[config.mk]
export PLATFORM = sky130hd
export DESIGN_NAME = ivm_mapper
export DESIGN_NICKNAME = d
export VERILOG_FILES = /design/src/rtl/ivm_pkg.sv /design/src/rtl/ivm_mapper.sv /design/src/rtl/ivm_sync.sv /design/src/rtl/ivm_prio_mem.sv
export VERILOG_INCLUDE_DIRS = /design/src /design/src/rtl
export SDC_FILE = /design/constraint.sdc
export NUM_CORES = 2
export LEC_CHECK = 0
export ABC_AREA = 1
export BUFFER_PORTS_ARGS = -buffer_cell sky130_fd_sc_hd__buf_4
export CAP_MARGIN = 20
export CELL_PAD_IN_SITES_DETAIL_PLACEMENT = 1
export CELL_PAD_IN_SITES_GLOBAL_PLACEMENT = 1
export CORE_MARGIN = 8
export CORE_UTILIZATION = 30
export CTS_BUF_LIST = sky130_fd_sc_hd__clkbuf_2
export DETAILED_ROUTE_END_ITERATION = 7
export PLACE_DENSITY_LB_ADDON = 0.25
export REMOVE_ABC_BUFFERS = 1
export SYNTH_ARGS = -nofsm -noshare
export SYNTH_HDL_FRONTEND = slang
export SYNTH_SLANG_ARGS = --single-unit
[constraint.sdc]
create_clock -name clk_sys -period 28.4 [get_ports clk_sys]
set_input_delay 5.68 -clock clk_sys [delete_from_list [all_inputs] [get_ports clk_sys]]
set_output_delay 5.68 -clock clk_sys [all_outputs]
set_load 0.02 [all_outputs]
[src/rtl/ivm_defs.svh]
/*
 * Constants of the interrupt vector mapper: table geometry, vector numbers
 * and reset values.
 * Assumes nothing; included by its bare name.
 */
`ifndef IVM_DEFS_SVH
`define IVM_DEFS_SVH

// ---------------------------------------------------------------
// Table geometry
// ---------------------------------------------------------------
`define IVM_VECTOR_COUNT 256
`define IVM_TABLE_BYTES 1024
`define IVM_SLOT_SHIFT 2
`define IVM_ENABLE_REGS 32
`define IVM_PRIO_WIDTH 4

// ---------------------------------------------------------------
// Vector numbers
// ---------------------------------------------------------------
`define IVM_VEC_BREAKPOINT 8'h00
`define IVM_VEC_TRAP_LAST 8'h0F
`define IVM_VEC_BUS_ERROR 8'h10
`define IVM_VEC_SOFTWARE 8'h1B
`define IVM_VEC_COMPARE_A 8'h1C
`define IVM_VEC_COMPARE_B 8'h1D
`define IVM_VEC_CLOCK_CHECK_FIRST 8'h20
`define IVM_VEC_CLOCK_CHECK_LAST 8'h22
`define IVM_VEC_BUS_FIFO_A 8'h24
`define IVM_VEC_BUS_FIFO_B 8'h25
`define IVM_VEC_BUS_STATUS 8'h26
`define IVM_VEC_SERIAL_ERROR 8'h2C
`define IVM_VEC_SERIAL_RX 8'h2D
`define IVM_VEC_SERIAL_TX 8'h2E
`define IVM_VEC_SERIAL_IDLE 8'h2F
`define IVM_VEC_DATA_COMPARE 8'h39
`define IVM_VEC_CLOCK_CARRY 8'h3F
`define IVM_VEC_PIN_FIRST 8'h40
`define IVM_VEC_PIN_LAST 8'h47
`define IVM_VEC_MONITOR_ONE 8'h58
`define IVM_VEC_MONITOR_TWO 8'h59
`define IVM_VEC_BUS_RESUME 8'h5A
`define IVM_VEC_CLOCK_ALARM 8'h5C
`define IVM_VEC_CLOCK_PERIODIC 8'h5D
`define IVM_VEC_CONVERTER_END 8'h66
`define IVM_VEC_CONVERTER_GROUP 8'h67
`define IVM_VEC_EVENT_LINK 8'h6A
`define IVM_VEC_TIMER0_MATCH 8'h72
`define IVM_VEC_TIMER0_MATCH_LAST 8'h75
`define IVM_VEC_TIMER0_OTHER 8'h76
`define IVM_VEC_TIMER0_OTHER_LAST 8'h78
`define IVM_VEC_TIMER1_MATCH 8'h79
`define IVM_VEC_TIMER1_MATCH_LAST 8'h7A
`define IVM_VEC_TIMER1_OTHER 8'h7B
`define IVM_VEC_TIMER1_OTHER_LAST 8'h7C
`define IVM_VEC_TIMER2_MATCH 8'h7D
`define IVM_VEC_TIMER2_MATCH_LAST 8'h7E
`define IVM_VEC_TIMER2_OTHER 8'h7F
`define IVM_VEC_TIMER2_OTHER_LAST 8'h80

// ---------------------------------------------------------------
// Reset values
// ---------------------------------------------------------------
`define IVM_RST_PRIORITY 4'h0

`endif

[src/rtl/ivm_pkg.sv]
/*
 * Types of the interrupt vector mapper.
 * Assumes ivm_defs.svh is on the include path.
 */
`include "ivm_defs.svh"

package ivm_pkg;

	// Fixed properties of one vector slot
	typedef struct packed {
		logic mapped;
		logic level;
		logic cpu;
		logic xfer_ok;
		logic wake;
		logic [7:0] prio_index;
	} ivm_attr_t;

	typedef struct packed {
		logic [255:0] flag;
		logic [255:0] prev_in;
		logic [255:0] req_en;
		logic [255:0] xfer_en;
		logic cpu_req;
		logic [7:0] cpu_vector;
		logic [31:0] cpu_addr;
		logic xfer_req;
		logic [7:0] xfer_vector;
		logic wake_req;
		logic trap_valid;
		logic [7:0] trap_vector;
		logic [31:0] trap_addr;
		logic [7:0] enable_rdata;
	} ivm_state_t;

endpackage

[src/rtl/ivm_mapper.sv]
/*
 * Interrupt vector mapper: per-vector source attributes, request flags,
 * enables, routing to processor or transfer controller, wake request and
 * vector slot addresses for interrupts and traps.
 * Assumes request_in comes from outside this clock; controls and trap
 * strobes come from logic on clk_sys.
 */
`timescale 1ns/100ps
`default_nettype none
`include "ivm_defs.svh"

module ivm_mapper (
	input wire logic clk_sys,
	input wire logic rst_n,
	input wire logic [31:0] vector_table_base,
	input wire logic [255:0] request_in,
	input wire logic [7:0] pin_level_mode,
	input wire logic enable_wr,
	input wire logic [4:0] enable_index,
	input wire logic [7:0] enable_data,
	output logic [7:0] enable_rdata,
	input wire logic transfer_enable_wr,
	input wire logic [7:0] transfer_enable_vector,
	input wire logic transfer_enable_data,
	input wire logic priority_wr,
	input wire logic [7:0] priority_index,
	input wire logic [`IVM_PRIO_WIDTH-1:0] priority_data,
	input wire logic breakpoint_instruction,
	input wire logic software_instruction,
	input wire logic [7:0] software_operand,
	output logic trap_valid,
	output logic [7:0] trap_vector,
	output logic [31:0] trap_vector_addr,
	output logic cpu_req,
	output logic [7:0] cpu_vector,
	output logic [31:0] cpu_vector_addr,
	output logic [`IVM_PRIO_WIDTH-1:0] cpu_priority,
	input wire logic cpu_ack,
	output logic transfer_req,
	output logic [7:0] transfer_vector,
	input wire logic transfer_ack,
	output logic wake_req
);

	// ---------------------------------------------------------------
	// Functions
	// ---------------------------------------------------------------

	// Fixed attributes of a vector slot
	function automatic ivm_pkg::ivm_attr_t src_attr(input logic [7:0] v, input logic [7:0] pin_lvl);
		ivm_pkg::ivm_attr_t a;
		a = '0;
		a.prio_index = v;
		if (v <= `IVM_VEC_TRAP_LAST) begin
			a = '0;
		end else if (v >= `IVM_VEC_PIN_FIRST && v <= `IVM_VEC_PIN_LAST) begin
			a = '{1'b1, pin_lvl[v[2:0]], 1'b1, 1'b1, 1'b1, v};
		end else begin
			case (v)
				`IVM_VEC_BUS_ERROR: a = '{1'b1, 1'b1, 1'b1, 1'b0, 1'b0, v};
				`IVM_VEC_SOFTWARE, `IVM_VEC_COMPARE_A, `IVM_VEC_COMPARE_B,
				`IVM_VEC_BUS_FIFO_A, `IVM_VEC_BUS_FIFO_B:
					a = '{1'b1, 1'b0, 1'b1, 1'b1, 1'b0, v};
				`IVM_VEC_BUS_STATUS: a = '{1'b1, 1'b0, 1'b1, 1'b0, 1'b0, v};
				`IVM_VEC_SERIAL_ERROR, `IVM_VEC_DATA_COMPARE:
					a = '{1'b1, 1'b1, 1'b1, 1'b0, 1'b0, v};
				`IVM_VEC_SERIAL_RX, `IVM_VEC_SERIAL_TX:
					a = '{1'b1, 1'b0, 1'b1, 1'b1, 1'b0, `IVM_VEC_SERIAL_ERROR};
				`IVM_VEC_SERIAL_IDLE:
					a = '{1'b1, 1'b1, 1'b1, 1'b0, 1'b0, `IVM_VEC_SERIAL_ERROR};
				`IVM_VEC_CLOCK_CARRY: a = '{1'b1, 1'b0, 1'b1, 1'b0, 1'b0, v};
				`IVM_VEC_MONITOR_ONE, `IVM_VEC_MONITOR_TWO:
					a = '{1'b1, 1'b0, 1'b1, 1'b0, 1'b1, v};
				`IVM_VEC_BUS_RESUME: a = '{1'b1, 1'b1, 1'b1, 1'b0, 1'b1, v};
				`IVM_VEC_CLOCK_ALARM, `IVM_VEC_CLOCK_PERIODIC:
					a = '{1'b1, 1'b0, 1'b1, 1'b0, 1'b1, v};
				`IVM_VEC_CONVERTER_END, `IVM_VEC_CONVERTER_GROUP, `IVM_VEC_EVENT_LINK:
					a = '{1'b1, 1'b0, 1'b1, 1'b1, 1'b0, v};
				default: begin
					if (v >= `IVM_VEC_CLOCK_CHECK_FIRST && v <= `IVM_VEC_CLOCK_CHECK_LAST) begin
						a = '{1'b1, 1'b1, 1'b1, 1'b0, 1'b0, v};
					end else if (v >= `IVM_VEC_TIMER0_MATCH && v <= `IVM_VEC_TIMER0_MATCH_LAST) begin
						a = '{1'b1, 1'b0, 1'b1, 1'b1, 1'b0, `IVM_VEC_TIMER0_MATCH};
					end else if (v >= `IVM_VEC_TIMER0_OTHER && v <= `IVM_VEC_TIMER0_OTHER_LAST) begin
						a = '{1'b1, 1'b0, 1'b1, 1'b0, 1'b0, `IVM_VEC_TIMER0_OTHER};
					end else if (v >= `IVM_VEC_TIMER1_MATCH && v <= `IVM_VEC_TIMER1_MATCH_LAST) begin
						a = '{1'b1, 1'b0, 1'b1, 1'b1, 1'b0, `IVM_VEC_TIMER1_MATCH};
					end else if (v >= `IVM_VEC_TIMER1_OTHER && v <= `IVM_VEC_TIMER1_OTHER_LAST) begin
						a = '{1'b1, 1'b0, 1'b1, 1'b0, 1'b0, `IVM_VEC_TIMER1_OTHER};
					end else if (v >= `IVM_VEC_TIMER2_MATCH && v <= `IVM_VEC_TIMER2_MATCH_LAST) begin
						a = '{1'b1, 1'b0, 1'b1, 1'b1, 1'b0, `IVM_VEC_TIMER2_MATCH};
					end else if (v >= `IVM_VEC_TIMER2_OTHER && v <= `IVM_VEC_TIMER2_OTHER_LAST) begin
						a = '{1'b1, 1'b0, 1'b1, 1'b0, 1'b0, `IVM_VEC_TIMER2_OTHER};
					end else begin
						a = '0;
					end
				end
			endcase
		end
		return a;
	endfunction

	// slot address, low base bits ignored
	function automatic logic [31:0] slot_addr(input logic [31:0] base, input logic [7:0] v);
		// offset is four times the vector
		return {base[31:2], 2'b00} + {22'h000000, v, 2'b00};
	endfunction

	function automatic logic [8:0] find_lowest(input logic [255:0] bits);
		logic [8:0] r;
		r = 9'h000;
		for (int i = 255; i >= 0; i--) begin
			if (bits[i]) begin
				r = {1'b1, 8'(i)};
			end
		end
		return r;
	endfunction

	// ---------------------------------------------------------------
	// Reset release and input synchronisers
	// ---------------------------------------------------------------
	logic rst_sync_n;
	logic [255:0] request_sync;

	ivm_sync #(.WIDTH(1)) u_rst_sync (
		.clk_sys(clk_sys),
		.rst_n(rst_n),
		.async_in(1'b1),
		.sync_out(rst_sync_n)
	);

	ivm_sync #(.WIDTH(256)) u_req_sync (
		.clk_sys(clk_sys),
		.rst_n(rst_sync_n),
		.async_in(request_in),
		.sync_out(request_sync)
	);

	// ---------------------------------------------------------------
	// Attribute table
	// ---------------------------------------------------------------
	ivm_pkg::ivm_attr_t attr [256];

	always_comb begin
		for (int i = 0; i < 256; i++) begin
			attr[i] = src_attr(8'(i), pin_level_mode);
		end
	end

	// ---------------------------------------------------------------
	// State update
	// ---------------------------------------------------------------
	ivm_pkg::ivm_state_t st;
	ivm_pkg::ivm_state_t next_st;
	logic [255:0] cpu_cand;
	logic [255:0] xfer_cand;
	logic [255:0] clr;
	logic [8:0] cpu_win;
	logic [8:0] xfer_win;
	logic [7:0] prio_rd_index;
	logic prio_wr_ok;

	always_comb begin
		next_st = st;
		clr = '0;
		if (cpu_ack && st.cpu_req) begin
			clr[st.cpu_vector] = 1'b1;
		end
		if (transfer_ack && st.xfer_req) begin
			clr[st.xfer_vector] = 1'b1;
		end
		cpu_cand = '0;
		xfer_cand = '0;
		for (int i = 0; i < 256; i++) begin
			// detection fixed per source, pins chosen by pin_level_mode; set wins over clear
			if (!attr[i].mapped) begin
				next_st.flag[i] = 1'b0;
			end else if (attr[i].level) begin
				next_st.flag[i] = request_sync[i];
			end else begin
				next_st.flag[i] = (st.flag[i] & ~clr[i]) | (request_sync[i] & ~st.prev_in[i]);
			end
			// transfer only where usable and enabled
			xfer_cand[i] = st.flag[i] & st.req_en[i] & attr[i].xfer_ok & st.xfer_en[i] & ~clr[i];
			cpu_cand[i] = st.flag[i] & st.req_en[i] & attr[i].cpu & ~xfer_cand[i] & ~clr[i];
		end
		next_st.prev_in = request_sync;

		// enable register v/8, bit v mod 8
		if (enable_wr) begin
			for (int b = 0; b < 8; b++) begin
				next_st.req_en[{enable_index, 3'(b)}] =
					enable_data[b] & attr[{enable_index, 3'(b)}].mapped;
			end
		end
		next_st.enable_rdata = st.req_en[{enable_index, 3'b000} +: 8];
		// transfer enable numbered as the vector
		if (transfer_enable_wr) begin
			next_st.xfer_en[transfer_enable_vector] =
				transfer_enable_data & attr[transfer_enable_vector].xfer_ok;
		end

		cpu_win = find_lowest(cpu_cand);
		xfer_win = find_lowest(xfer_cand);
		next_st.cpu_req = cpu_win[8];
		next_st.cpu_vector = cpu_win[7:0];
		next_st.cpu_addr = slot_addr(vector_table_base, cpu_win[7:0]);
		next_st.xfer_req = xfer_win[8];
		next_st.xfer_vector = xfer_win[7:0];

		next_st.wake_req = 1'b0;
		for (int i = 0; i < 256; i++) begin
			next_st.wake_req = next_st.wake_req | (st.flag[i] & st.req_en[i] & attr[i].wake);
		end

		// breakpoint uses vector 0; any operand
		next_st.trap_valid = breakpoint_instruction | software_instruction;
		next_st.trap_vector = breakpoint_instruction ? `IVM_VEC_BREAKPOINT : software_operand;
		next_st.trap_addr = slot_addr(vector_table_base, next_st.trap_vector);
	end

	always_ff @(posedge clk_sys or negedge rst_sync_n) begin
		if (!rst_sync_n) begin
			st <= '0;
		end else begin
			st <= next_st;
		end
	end

	// ---------------------------------------------------------------
	// Priority registers
	// ---------------------------------------------------------------
	// only the group's own register is writable
	assign prio_wr_ok = priority_wr && attr[priority_index].mapped
		&& attr[priority_index].prio_index == priority_index;
	assign prio_rd_index = attr[cpu_win[7:0]].prio_index;

	ivm_prio_mem u_prio_mem (
		.clk_sys(clk_sys),
		.rst_n(rst_sync_n),
		.wr_en(prio_wr_ok),
		.wr_index(priority_index),
		.wr_data(priority_data),
		.rd_index(prio_rd_index),
		.rd_data(cpu_priority)
	);

	// ---------------------------------------------------------------
	// Outputs
	// ---------------------------------------------------------------
	assign enable_rdata = st.enable_rdata;
	assign trap_valid = st.trap_valid;
	assign trap_vector = st.trap_vector;
	assign trap_vector_addr = st.trap_addr;
	assign cpu_req = st.cpu_req;
	assign cpu_vector = st.cpu_vector;
	assign cpu_vector_addr = st.cpu_addr;
	assign transfer_req = st.xfer_req;
	assign transfer_vector = st.xfer_vector;
	assign wake_req = st.wake_req;

endmodule

`default_nettype wire

[src/rtl/ivm_sync.sv]
/*
 * Two-flop synchroniser of a bus of independent levels.
 * Assumes each bit is a slow level; bits are not coherent with each other.
 */
`timescale 1ns/100ps
`default_nettype none

module ivm_sync #(
	parameter int WIDTH = 1
) (
	input wire logic clk_sys,
	input wire logic rst_n,
	input wire logic [WIDTH-1:0] async_in,
	output logic [WIDTH-1:0] sync_out
);

	logic [WIDTH-1:0] stage;

	always_ff @(posedge clk_sys or negedge rst_n) begin
		if (!rst_n) begin
			stage <= '0;
			sync_out <= '0;
		end else begin
			stage <= async_in;
			sync_out <= stage;
		end
	end

endmodule

`default_nettype wire

[src/rtl/ivm_prio_mem.sv]
/*
 * Priority register store: one word per vector, registered read.
 * Assumes a single clock and a synchronous write port.
 */
`timescale 1ns/100ps
`default_nettype none
`include "ivm_defs.svh"

module ivm_prio_mem (
	input wire logic clk_sys,
	input wire logic rst_n,
	input wire logic wr_en,
	input wire logic [7:0] wr_index,
	input wire logic [`IVM_PRIO_WIDTH-1:0] wr_data,
	input wire logic [7:0] rd_index,
	output logic [`IVM_PRIO_WIDTH-1:0] rd_data
);

	logic [`IVM_PRIO_WIDTH-1:0] mem [`IVM_VECTOR_COUNT];

	always_ff @(posedge clk_sys) begin
		if (wr_en) begin
			mem[wr_index] <= wr_data;
		end
	end

	// Unwritten words read as the reset priority
	logic [255:0] written;

	always_ff @(posedge clk_sys or negedge rst_n) begin
		if (!rst_n) begin
			written <= '0;
			rd_data <= `IVM_RST_PRIORITY;
		end else begin
			if (wr_en) begin
				written[wr_index] <= 1'b1;
			end
			rd_data <= written[rd_index] ? mem[rd_index] : `IVM_RST_PRIORITY;
		end
	end

endmodule

`default_nettype wire

=== Word level (Yosys, flattened, before mapping) ===
Memory sizes are Yosys's and may differ from the RTL's.
Cells that the tools add are included.

* Flip-flop bits (word level): 1,308
* Latch bits: 0
* Bits in writable memories: 1,024
* Memory bits (read-only): 0
* Output and inout bits: 104
* Word-level logic and storage cells: 668
* Memories: 1

* Add/subtract/negate cells: 2
* Multiply operators: 0
* Div/mod/pow operators: 0
* $lt $le $gt $ge: 36
* Equal/unequal tests: 1
* Shift-type cells: 1
* Mux-type cells: 155
* Bitwise logic cells: 436
* Reductions and logical operators: 16

{| class="wikitable"
|+ Memory list
! memory !! words !! bits a word !! rd ports !! clocked after memory_dff !! write ports !! line !! RTL
|-
| u_prio_mem.mem || 256 || 4 || 1 || 0 || 1 || ivm_prio_mem.sv:19 || <nowiki>logic [`IVM_PRIO_WIDTH-1:0] mem [`IVM_VECTOR_COUNT];</nowiki>
|}

{| class="wikitable"
|+ Operator list
! operator !! count
|-
| 256-bit bitwise mux || 9
|-
| 13-bit binary-select mux with 8-bit select || 11
|-
| 9-bit two-way mux || 73
|-
| 1-bit AND || 259
|-
| 129-bit two-way mux || 2
|-
| 256-bit bitwise OR || 1
|-
| 256-bit by 9-bit variable part select with 8-bit output || 1
|-
| 13-bit two-way mux || 18
|-
| 129-bit bitwise OR || 1
|-
| 8-bit by 9-bit less-than comparator with 1-bit output, second input constant || 13
|-
| 1-bit inverter || 112
|-
| 9-bit greater-or-equal comparator, second input constant || 11
|-
| 8-bit inverter with 9-bit output || 11
|-
| 8-bit by 1-bit greater-or-equal comparator with 1-bit output, second input constant || 12
|-
| 32-bit by 10-bit adder with 32-bit output || 2
|-
| 1-bit bitwise OR || 52
|-
| 1-bit demux with 5-bit select || 8
|-
| 1-bit demux with 8-bit select || 4
|-
| 8-bit two-way mux || 3
|-
| 1-bit two-way mux || 23
|-
| 10-bit two-way mux || 2
|-
| 1-bit logical AND || 16
|-
| 1-bit binary-select mux with 8-bit select || 1
|-
| 8-bit equality test || 1
|-
| 4-bit two-way mux || 1
|}

=== Logic depth before layout (Yosys ltp) ===
* Depth in word-level cells: 64
* Mapped depth: 68
* Gate-level depth less buffers: 67

=== Cells and area by module ===
Synthesis repeated with hierarchy kept, for this count alone.

* Cells, all modules: 8,264
* Area total of the unflattened synthesis: 89,666.0 µm²

{| class="wikitable"
|+ By module, submodules not included
! module !! instances !! cells an instance !! area an instance (µm²)
|-
| ivm_prio_mem || 1 || 4,816 || 53,279.8
|-
| ivm_mapper || 1 || 2,934 || 23,523.8
|-
| ivm_sync (u_req_sync) || 1 || 512 || 12,812.3
|-
| ivm_sync (u_rst_sync) || 1 || 2 || 50.0
|}

=== Worst setup path before layout ===
No wires, ideal clock.

* Kind: input port to flip-flop
* Start: input port cpu_ack
* End: register u_prio_mem.rd_data[0]
* Setup time: 0.113 ns
* Data arrival time: 10.047 ns
* Required time: 28.287 ns
* Path slack: 18.240 ns
* Stages on the path: 63
* Path buffers: 2
* Path through: nand2_1 -> nor2_2 -> nand2_1 -> inv_2 -> nand2_1 -> o211ai_2 -> nor3_1 -> inv_1 -> nand2_1 -> nand2_1 -> nand2_1 -> nand2_1 -> nand2_1 -> nand2_1 -> nand2_1 -> nand2_1 -> nand2_1 -> nand2_1 -> [27 not listed] -> o21ai_0 -> a21oi_1 -> a211oi_2 -> nand2_1 -> nand2_4 -> nand2_4 -> buf_2 -> buf_2 -> o21ai_1 -> nand3_1 -> nand3_1 -> nand3_1 -> nand3_1 -> nand2_1 -> nand2_1 -> nand2_1 -> nand2_1 -> inv_1

* Word-level cells in the longest chain between the ends: 61
* Elaborated cells on any way between the ends: 231

{| class="wikitable"
|+ RTL lines
! what !! line !! RTL
|-
| start: declaration || ivm_mapper.sv:38 || <nowiki>input wire logic cpu_ack,</nowiki>
|-
| 1-bit logical AND * || ivm_mapper.sv:167 || <nowiki>if (cpu_ack && st.cpu_req) begin</nowiki>
|-
| 129-bit two-way mux * || ivm_mapper.sv:167 ||
|-
| 129-bit bitwise OR (no line) || n/a ||
|-
| 129-bit two-way mux * || ivm_mapper.sv:170 || <nowiki>if (transfer_ack && st.xfer_req) begin</nowiki>
|-
| 1-bit inverter || ivm_mapper.sv:185, ivm_mapper.sv:186 ||
|-
| 1-bit AND || ivm_mapper.sv:185 || <nowiki>xfer_cand[i] = st.flag[i] & st.req_en[i] & attr[i].xfer_ok & st.xfer_en[i] & ~clr[i];</nowiki>
|-
| 1-bit inverter || ivm_mapper.sv:186 || <nowiki>cpu_cand[i] = st.flag[i] & st.req_en[i] & attr[i].cpu & ~xfer_cand[i] & ~clr[i];</nowiki>
|-
| 1-bit AND (2 in series) || ivm_mapper.sv:186 ||
|-
| 9-bit two-way mux (44 in series) || ivm_mapper.sv:113 || <nowiki>if (bits[i]) begin</nowiki>
|-
| 9-bit two-way mux * || ivm_mapper.sv:113 ||
|-
| via cpu_win[0] || ivm_mapper.sv:159 || <nowiki>logic [8:0] cpu_win;</nowiki>
|-
| 8-bit inverter with 9-bit output (not written as such) * || ivm_mapper.sv:237 || <nowiki>assign prio_rd_index = attr[cpu_win[7:0]].prio_index;</nowiki>
|-
| 13-bit binary-select mux with 8-bit select * || ivm_mapper.sv:237 ||
|-
| 8-bit two-way mux (not written as such) * (2 in series) || ivm_mapper.sv:237 ||
|-
| 1-bit binary-select mux with 8-bit select || ivm_prio_mem.sv:38 || <nowiki>rd_data <= written[rd_index] ? mem[rd_index] : `IVM_RST_PRIORITY;</nowiki>
|-
| 1-bit two-way mux (not written as such) || ivm_prio_mem.sv:38 ||
|-
| 4-bit two-way mux (no line) * || n/a ||
|-
| end signal: assignment || ivm_prio_mem.sv:33 || <nowiki>rd_data <= `IVM_RST_PRIORITY;</nowiki>
|-
| end signal: assignment || ivm_prio_mem.sv:38 ||
|-
| end: declaration || ivm_prio_mem.sv:16 || <nowiki>output logic [`IVM_PRIO_WIDTH-1:0] rd_data</nowiki>
|}

The timed path passes the listed nets; every way through them passes the cells marked *. The select of a mux whose other input is x is not followed.
A chain may end at the register's enable or synchronous reset.

=== Final worst setup path ===
* Start: input port transfer_ack
* End: register u_prio_mem.rd_data[2]

* Word-level cells in the longest chain between the ends: 59
* Elaborated cells on any way between the ends: 229

{| class="wikitable"
|+ RTL lines
! what !! line !! RTL
|-
| start: declaration || ivm_mapper.sv:41 || <nowiki>input wire logic transfer_ack,</nowiki>
|-
| 1-bit logical AND * || ivm_mapper.sv:170 ||
|-
| 129-bit two-way mux * || ivm_mapper.sv:170 ||
|-
| 1-bit inverter || ivm_mapper.sv:185, ivm_mapper.sv:186 ||
|-
| 1-bit AND || ivm_mapper.sv:185 ||
|-
| 1-bit inverter || ivm_mapper.sv:186 ||
|-
| 1-bit AND (2 in series) || ivm_mapper.sv:186 ||
|-
| 9-bit two-way mux (44 in series) || ivm_mapper.sv:113 ||
|-
| 9-bit two-way mux * || ivm_mapper.sv:113 ||
|-
| 8-bit inverter with 9-bit output (not written as such) * || ivm_mapper.sv:237 ||
|-
| 13-bit binary-select mux with 8-bit select * || ivm_mapper.sv:237 ||
|-
| 8-bit two-way mux (not written as such) * (2 in series) || ivm_mapper.sv:237 ||
|-
| 1-bit binary-select mux with 8-bit select || ivm_prio_mem.sv:38 ||
|-
| 1-bit two-way mux (not written as such) || ivm_prio_mem.sv:38 ||
|-
| 4-bit two-way mux (no line) * || n/a ||
|}

Mark *: on every way between the ends. The rest lies on a longest branch, timed or not. The select of a mux whose other input is x is not followed.

==> summary.txt <==
Clock network
  – CTS clock-pin slew for the worst setup and hold paths: 0.10 ns
  – TritonCTS clock tree: yes
  – Post-CTS Hold Buffers: 0
  – Clock sink count: 1203
  – CTS HTree Levels: 5
  – CTS Buffer Depth: 4
  – CTS Buf Count: 351
  – Total setup buffers inserted after CTS: 0
  – Root Driver: clkbuf_2
  – CTS resizes: 0
  – Worst skew pair latency: 1.69 ns

Yosys
  – Synth Area in Compound Gates: 8.806%
  – Synth cell types: 64
  – Post-synthesis register bit count: 1203
  – Area leader, netlist: dfrtp_1
  – Number of synthesis warnings: 0
  – Ys async rst share: 57.44%
  – Xor/xnor cell area share of the yosys netlist: 0.9539%
  – Mapped Area: 53250 um2
  – Commonest register cell after synthesis: dfrtp_1
  – Mux cell area share after synthesis: 0%
  – Post-Syn Instances: 5576
  – Synth area leaders: dfrtp_1 (32%), edfxtp_1 (29%), nand2_1 (7.1%)
  – Main combinational cell family by area after synthesis: simple AND/OR/NAND/NOR gates
  – Post-synth top area share: 32.47%
  – Syn_area_per_cell: 9.550 um2
  – Post-synth EDFFs: 512
  – Sequential-to-total area share from yosys stat: 61.34%
  – Synth Area in Adders: 0.9915%
  – Simple-Gate Fraction of Synth Area: 18.95%

Pwr
  – Clock share of power: 22.4%
  – Sequential Power Share: 37.1%
  – Net Sw Frac: 44.38%
  – Max rail drop VDD: 0.0001306 V
  – Power share of the combinational group: 40.6%
  – Power per Cell Area: 89.96 nW/um2
  – Internal power: 2.998 mW
  – Leak: 27.14 nW
  – P_sw: 2.392 mW

Drt
  – DRC violations left: 0
  – DR vias: 40.60k
  – Vias per cell: 4.713
  – DRT Pass-1 Iters: 7
  – Number of routed nets with antenna violations: 0
  – Drt first-iter violations: 2501
  – Routed WL: 171600 um
  – Drt wl/cell: 19.92 um

Worst setup path
  – Slowest CP cell: inv_2
  – R2R Setup Slk: 19.22 ns
  – Top cell by count, worst path: nand2_1
  – Crit path kind: input pin to register
  – Crit path largest cell delay: 0.79 ns
  – WP buf/inv: 5
  – Critical path's top delay family: simple AND/OR/NAND/NOR gates
  – CP arrival: 14.59 ns
  – Setup crit end kind: register
  – CP max FO: 61
  – Worst endpoint required time: 30.03 ns
  – Critical path launch point type: input pin

STA
  – Period utilization: 45.66%
  – Setup violators final: 0
  – Max Freq: 0.07712 GHz
  – Min Tclk post-route: 12.97 ns
  – Final TNS setup: 0 ns
  – Tightest Pin Transition: 1.146 ns
  – Final Skew: 0.1474 ns
  – Slew Limit Fails: 0
  – Fin. Hold Viols: 0
  – Slew headroom: 23.59%
  – RSZ-0062 raised after global routing: no

Global route
  – Gr usage total: 17.60%
  – Largest net degree at the start of global routing: 181
  – Vias in the first global route: 42.36k
  – Antenna violations before repair: 7
  – Aggregate global routing overflow: 0
  – Global-route wire length before repair: 261700 um

Floorplanning
  – Die area: 191200 um2
  – Cell Rows: 154
  – Initial Util: 30.20%
  – Die W: 437.3 um
  – Chip Height: 437.3 um
  – CORE AREA: 176300 um2
  – Ports: 451

Layout
  – Leading cell type in the layout, fill and taps excluded: nand2_1
  – Most frequent cells in the layout: nand2_1 (1004), dfrtp_1 (690), inv_1 (665), nand3_1 (650), edfxtp_1 (512)
  – Final Net Count: 6429
  – P&R area growth vs syn: 12.52%
  – Ratio of cells with drive above 1 in the final layout: 13.40%
  – Final Util: 33.99%

Placed design
  – Routability cong.: 0.8799
  – IO Port Bufs: 234
  – HPWL after detailed placement: 111600 um

Job
  – Number of max-cap violations: 0

Outcome
  – Status: finished clean

Hold path
  – Hold crit path type: register to register
[synthesized netlist by cell type, drive strengths merged, types with 2 or more instances]
cell     count
nand2     1008
dfrtp      691
inv        673
nand3      651
edfxtp     512
nor2       493
o21ai      416
a21oi      291
buf        234
clkbuf     168
nand3b      64
xor2        48
nor3        44
a31oi       42
ha          39
or2         26
nand4       23
o22ai       23
o211ai      20
o31ai       14
nor4        12
xnor2       10
o221ai       9
a211oi       7
a21boi       6
o2111ai      6
a221oi       5
a22o         5
clkinv       5
o311ai       5
or3          4
and3         3
a311oi       2
and2         2
conb         2
fa           2
o21a         2
[path summary, 6_finish.rpt]
path / to / cells past startpoint / startpoint
setup / recovery: u_prio_mem.rd_data[2] / 58 / transfer_ack
hold / removal: u_req_sync.sync_out[128] / 0 / u_req_sync.stage[128]
setup reg to reg: u_prio_mem.rd_data[2] / 57 / transfer_req
hold reg to reg: u_req_sync.sync_out[128] / 0 / u_req_sync.stage[128]
max in group asynchronous: st[495] / 5 / u_rst_sync.sync_out
min in group asynchronous: cpu_vector_addr[3] / 0 / u_rst_sync.sync_out
[sequential cells by signal, indices dropped and copies added (netlist names)]
signal and cells:
u_req_sync.stage 47, cpu_vector_addr 30, u_prio_mem.rd_data 4, cpu_req 1
u_prio_mem.written 128, transfer_req 1, cpu_vector 8, trap_vector_addr 30
trap_vector 8, enable_rdata 8, wake_req 1, u_rst_sync.sync_out 1
u_rst_sync.stage 1, u_prio_mem.mem 512, transfer_vector 7, st 368
u_req_sync.sync_out 47, trap_valid 1
[layer usage]
layer | up-vias | GRT usage [%] | routed length (um)
met3 | 347 | 3.244 | 7236
met4 | 0 | 6.389 | 5854
met2 | 893 | 30.23 | 84940
met5 | - | 0 | 0
met1 | 20158 | 22.16 | 73570
li1 | 19205 | - | -
[metrics by stage]
stage / hold slack (ns) / instance area (um2) / instances / worst slack [ns] / power, mW
finish: 0.3283 / 59920 / 8615 / 15.43 / 5.391
global route: 0.3352 / 59920 / 8614 / 14.81 / 5.803
CTS: 0.3455 / 59830 / 8598 / 15.55 / 5.503
detailed placement: 0.3357 / 57040 / 8026 / 13.56 / 4.261
global placement: 0.3325 / 57040 / 8026 / 13.64 / 4.235
floorplan: 0.3312 / 51900 / 5406 / 7.713 / 3.403
[cell type report]
class	count	area, um2
Clock buffer	502	2512
Tap cell	2340	2928
Clock inverter	70	270.3
Antenna cell	15	37.54
Timing Repair Buffer	282	2195
Fill cell	20715	116400
Sequential cell	1203	32670
Inverter	678	2550
Multi-Input combinational cell	3525	16760
[power groups by stage]
stage / Sequential (mW) / Clock (mW) / Combinational, mW
after detailed placement: 2.04 / 0 / 2.22
final: 2.00 / 1.20 / 2.19
after global placement: 2.03 / 0 / 2.20
after CTS: 2.00 / 1.27 / 2.23
after floorplan: 2.06 / 0 / 1.34
after global routing: 2.01 / 1.36 / 2.43
[logic make-up (layout without fill, tap and decap cells)]
kind of cell | count (synthesis) | after routing
and+or+nand+nor | 2331 | 2331
buffers and inverters | 1080 | 1532
xor gates and xnor gates | 58 | 58
AOI/OAI and AO/OA | 861 | 861
DFF | 1203 | 1203
other | 2 | 249
adders and majority gates | 41 | 41
Note: power is estimated with default switching activity, not from simulation.
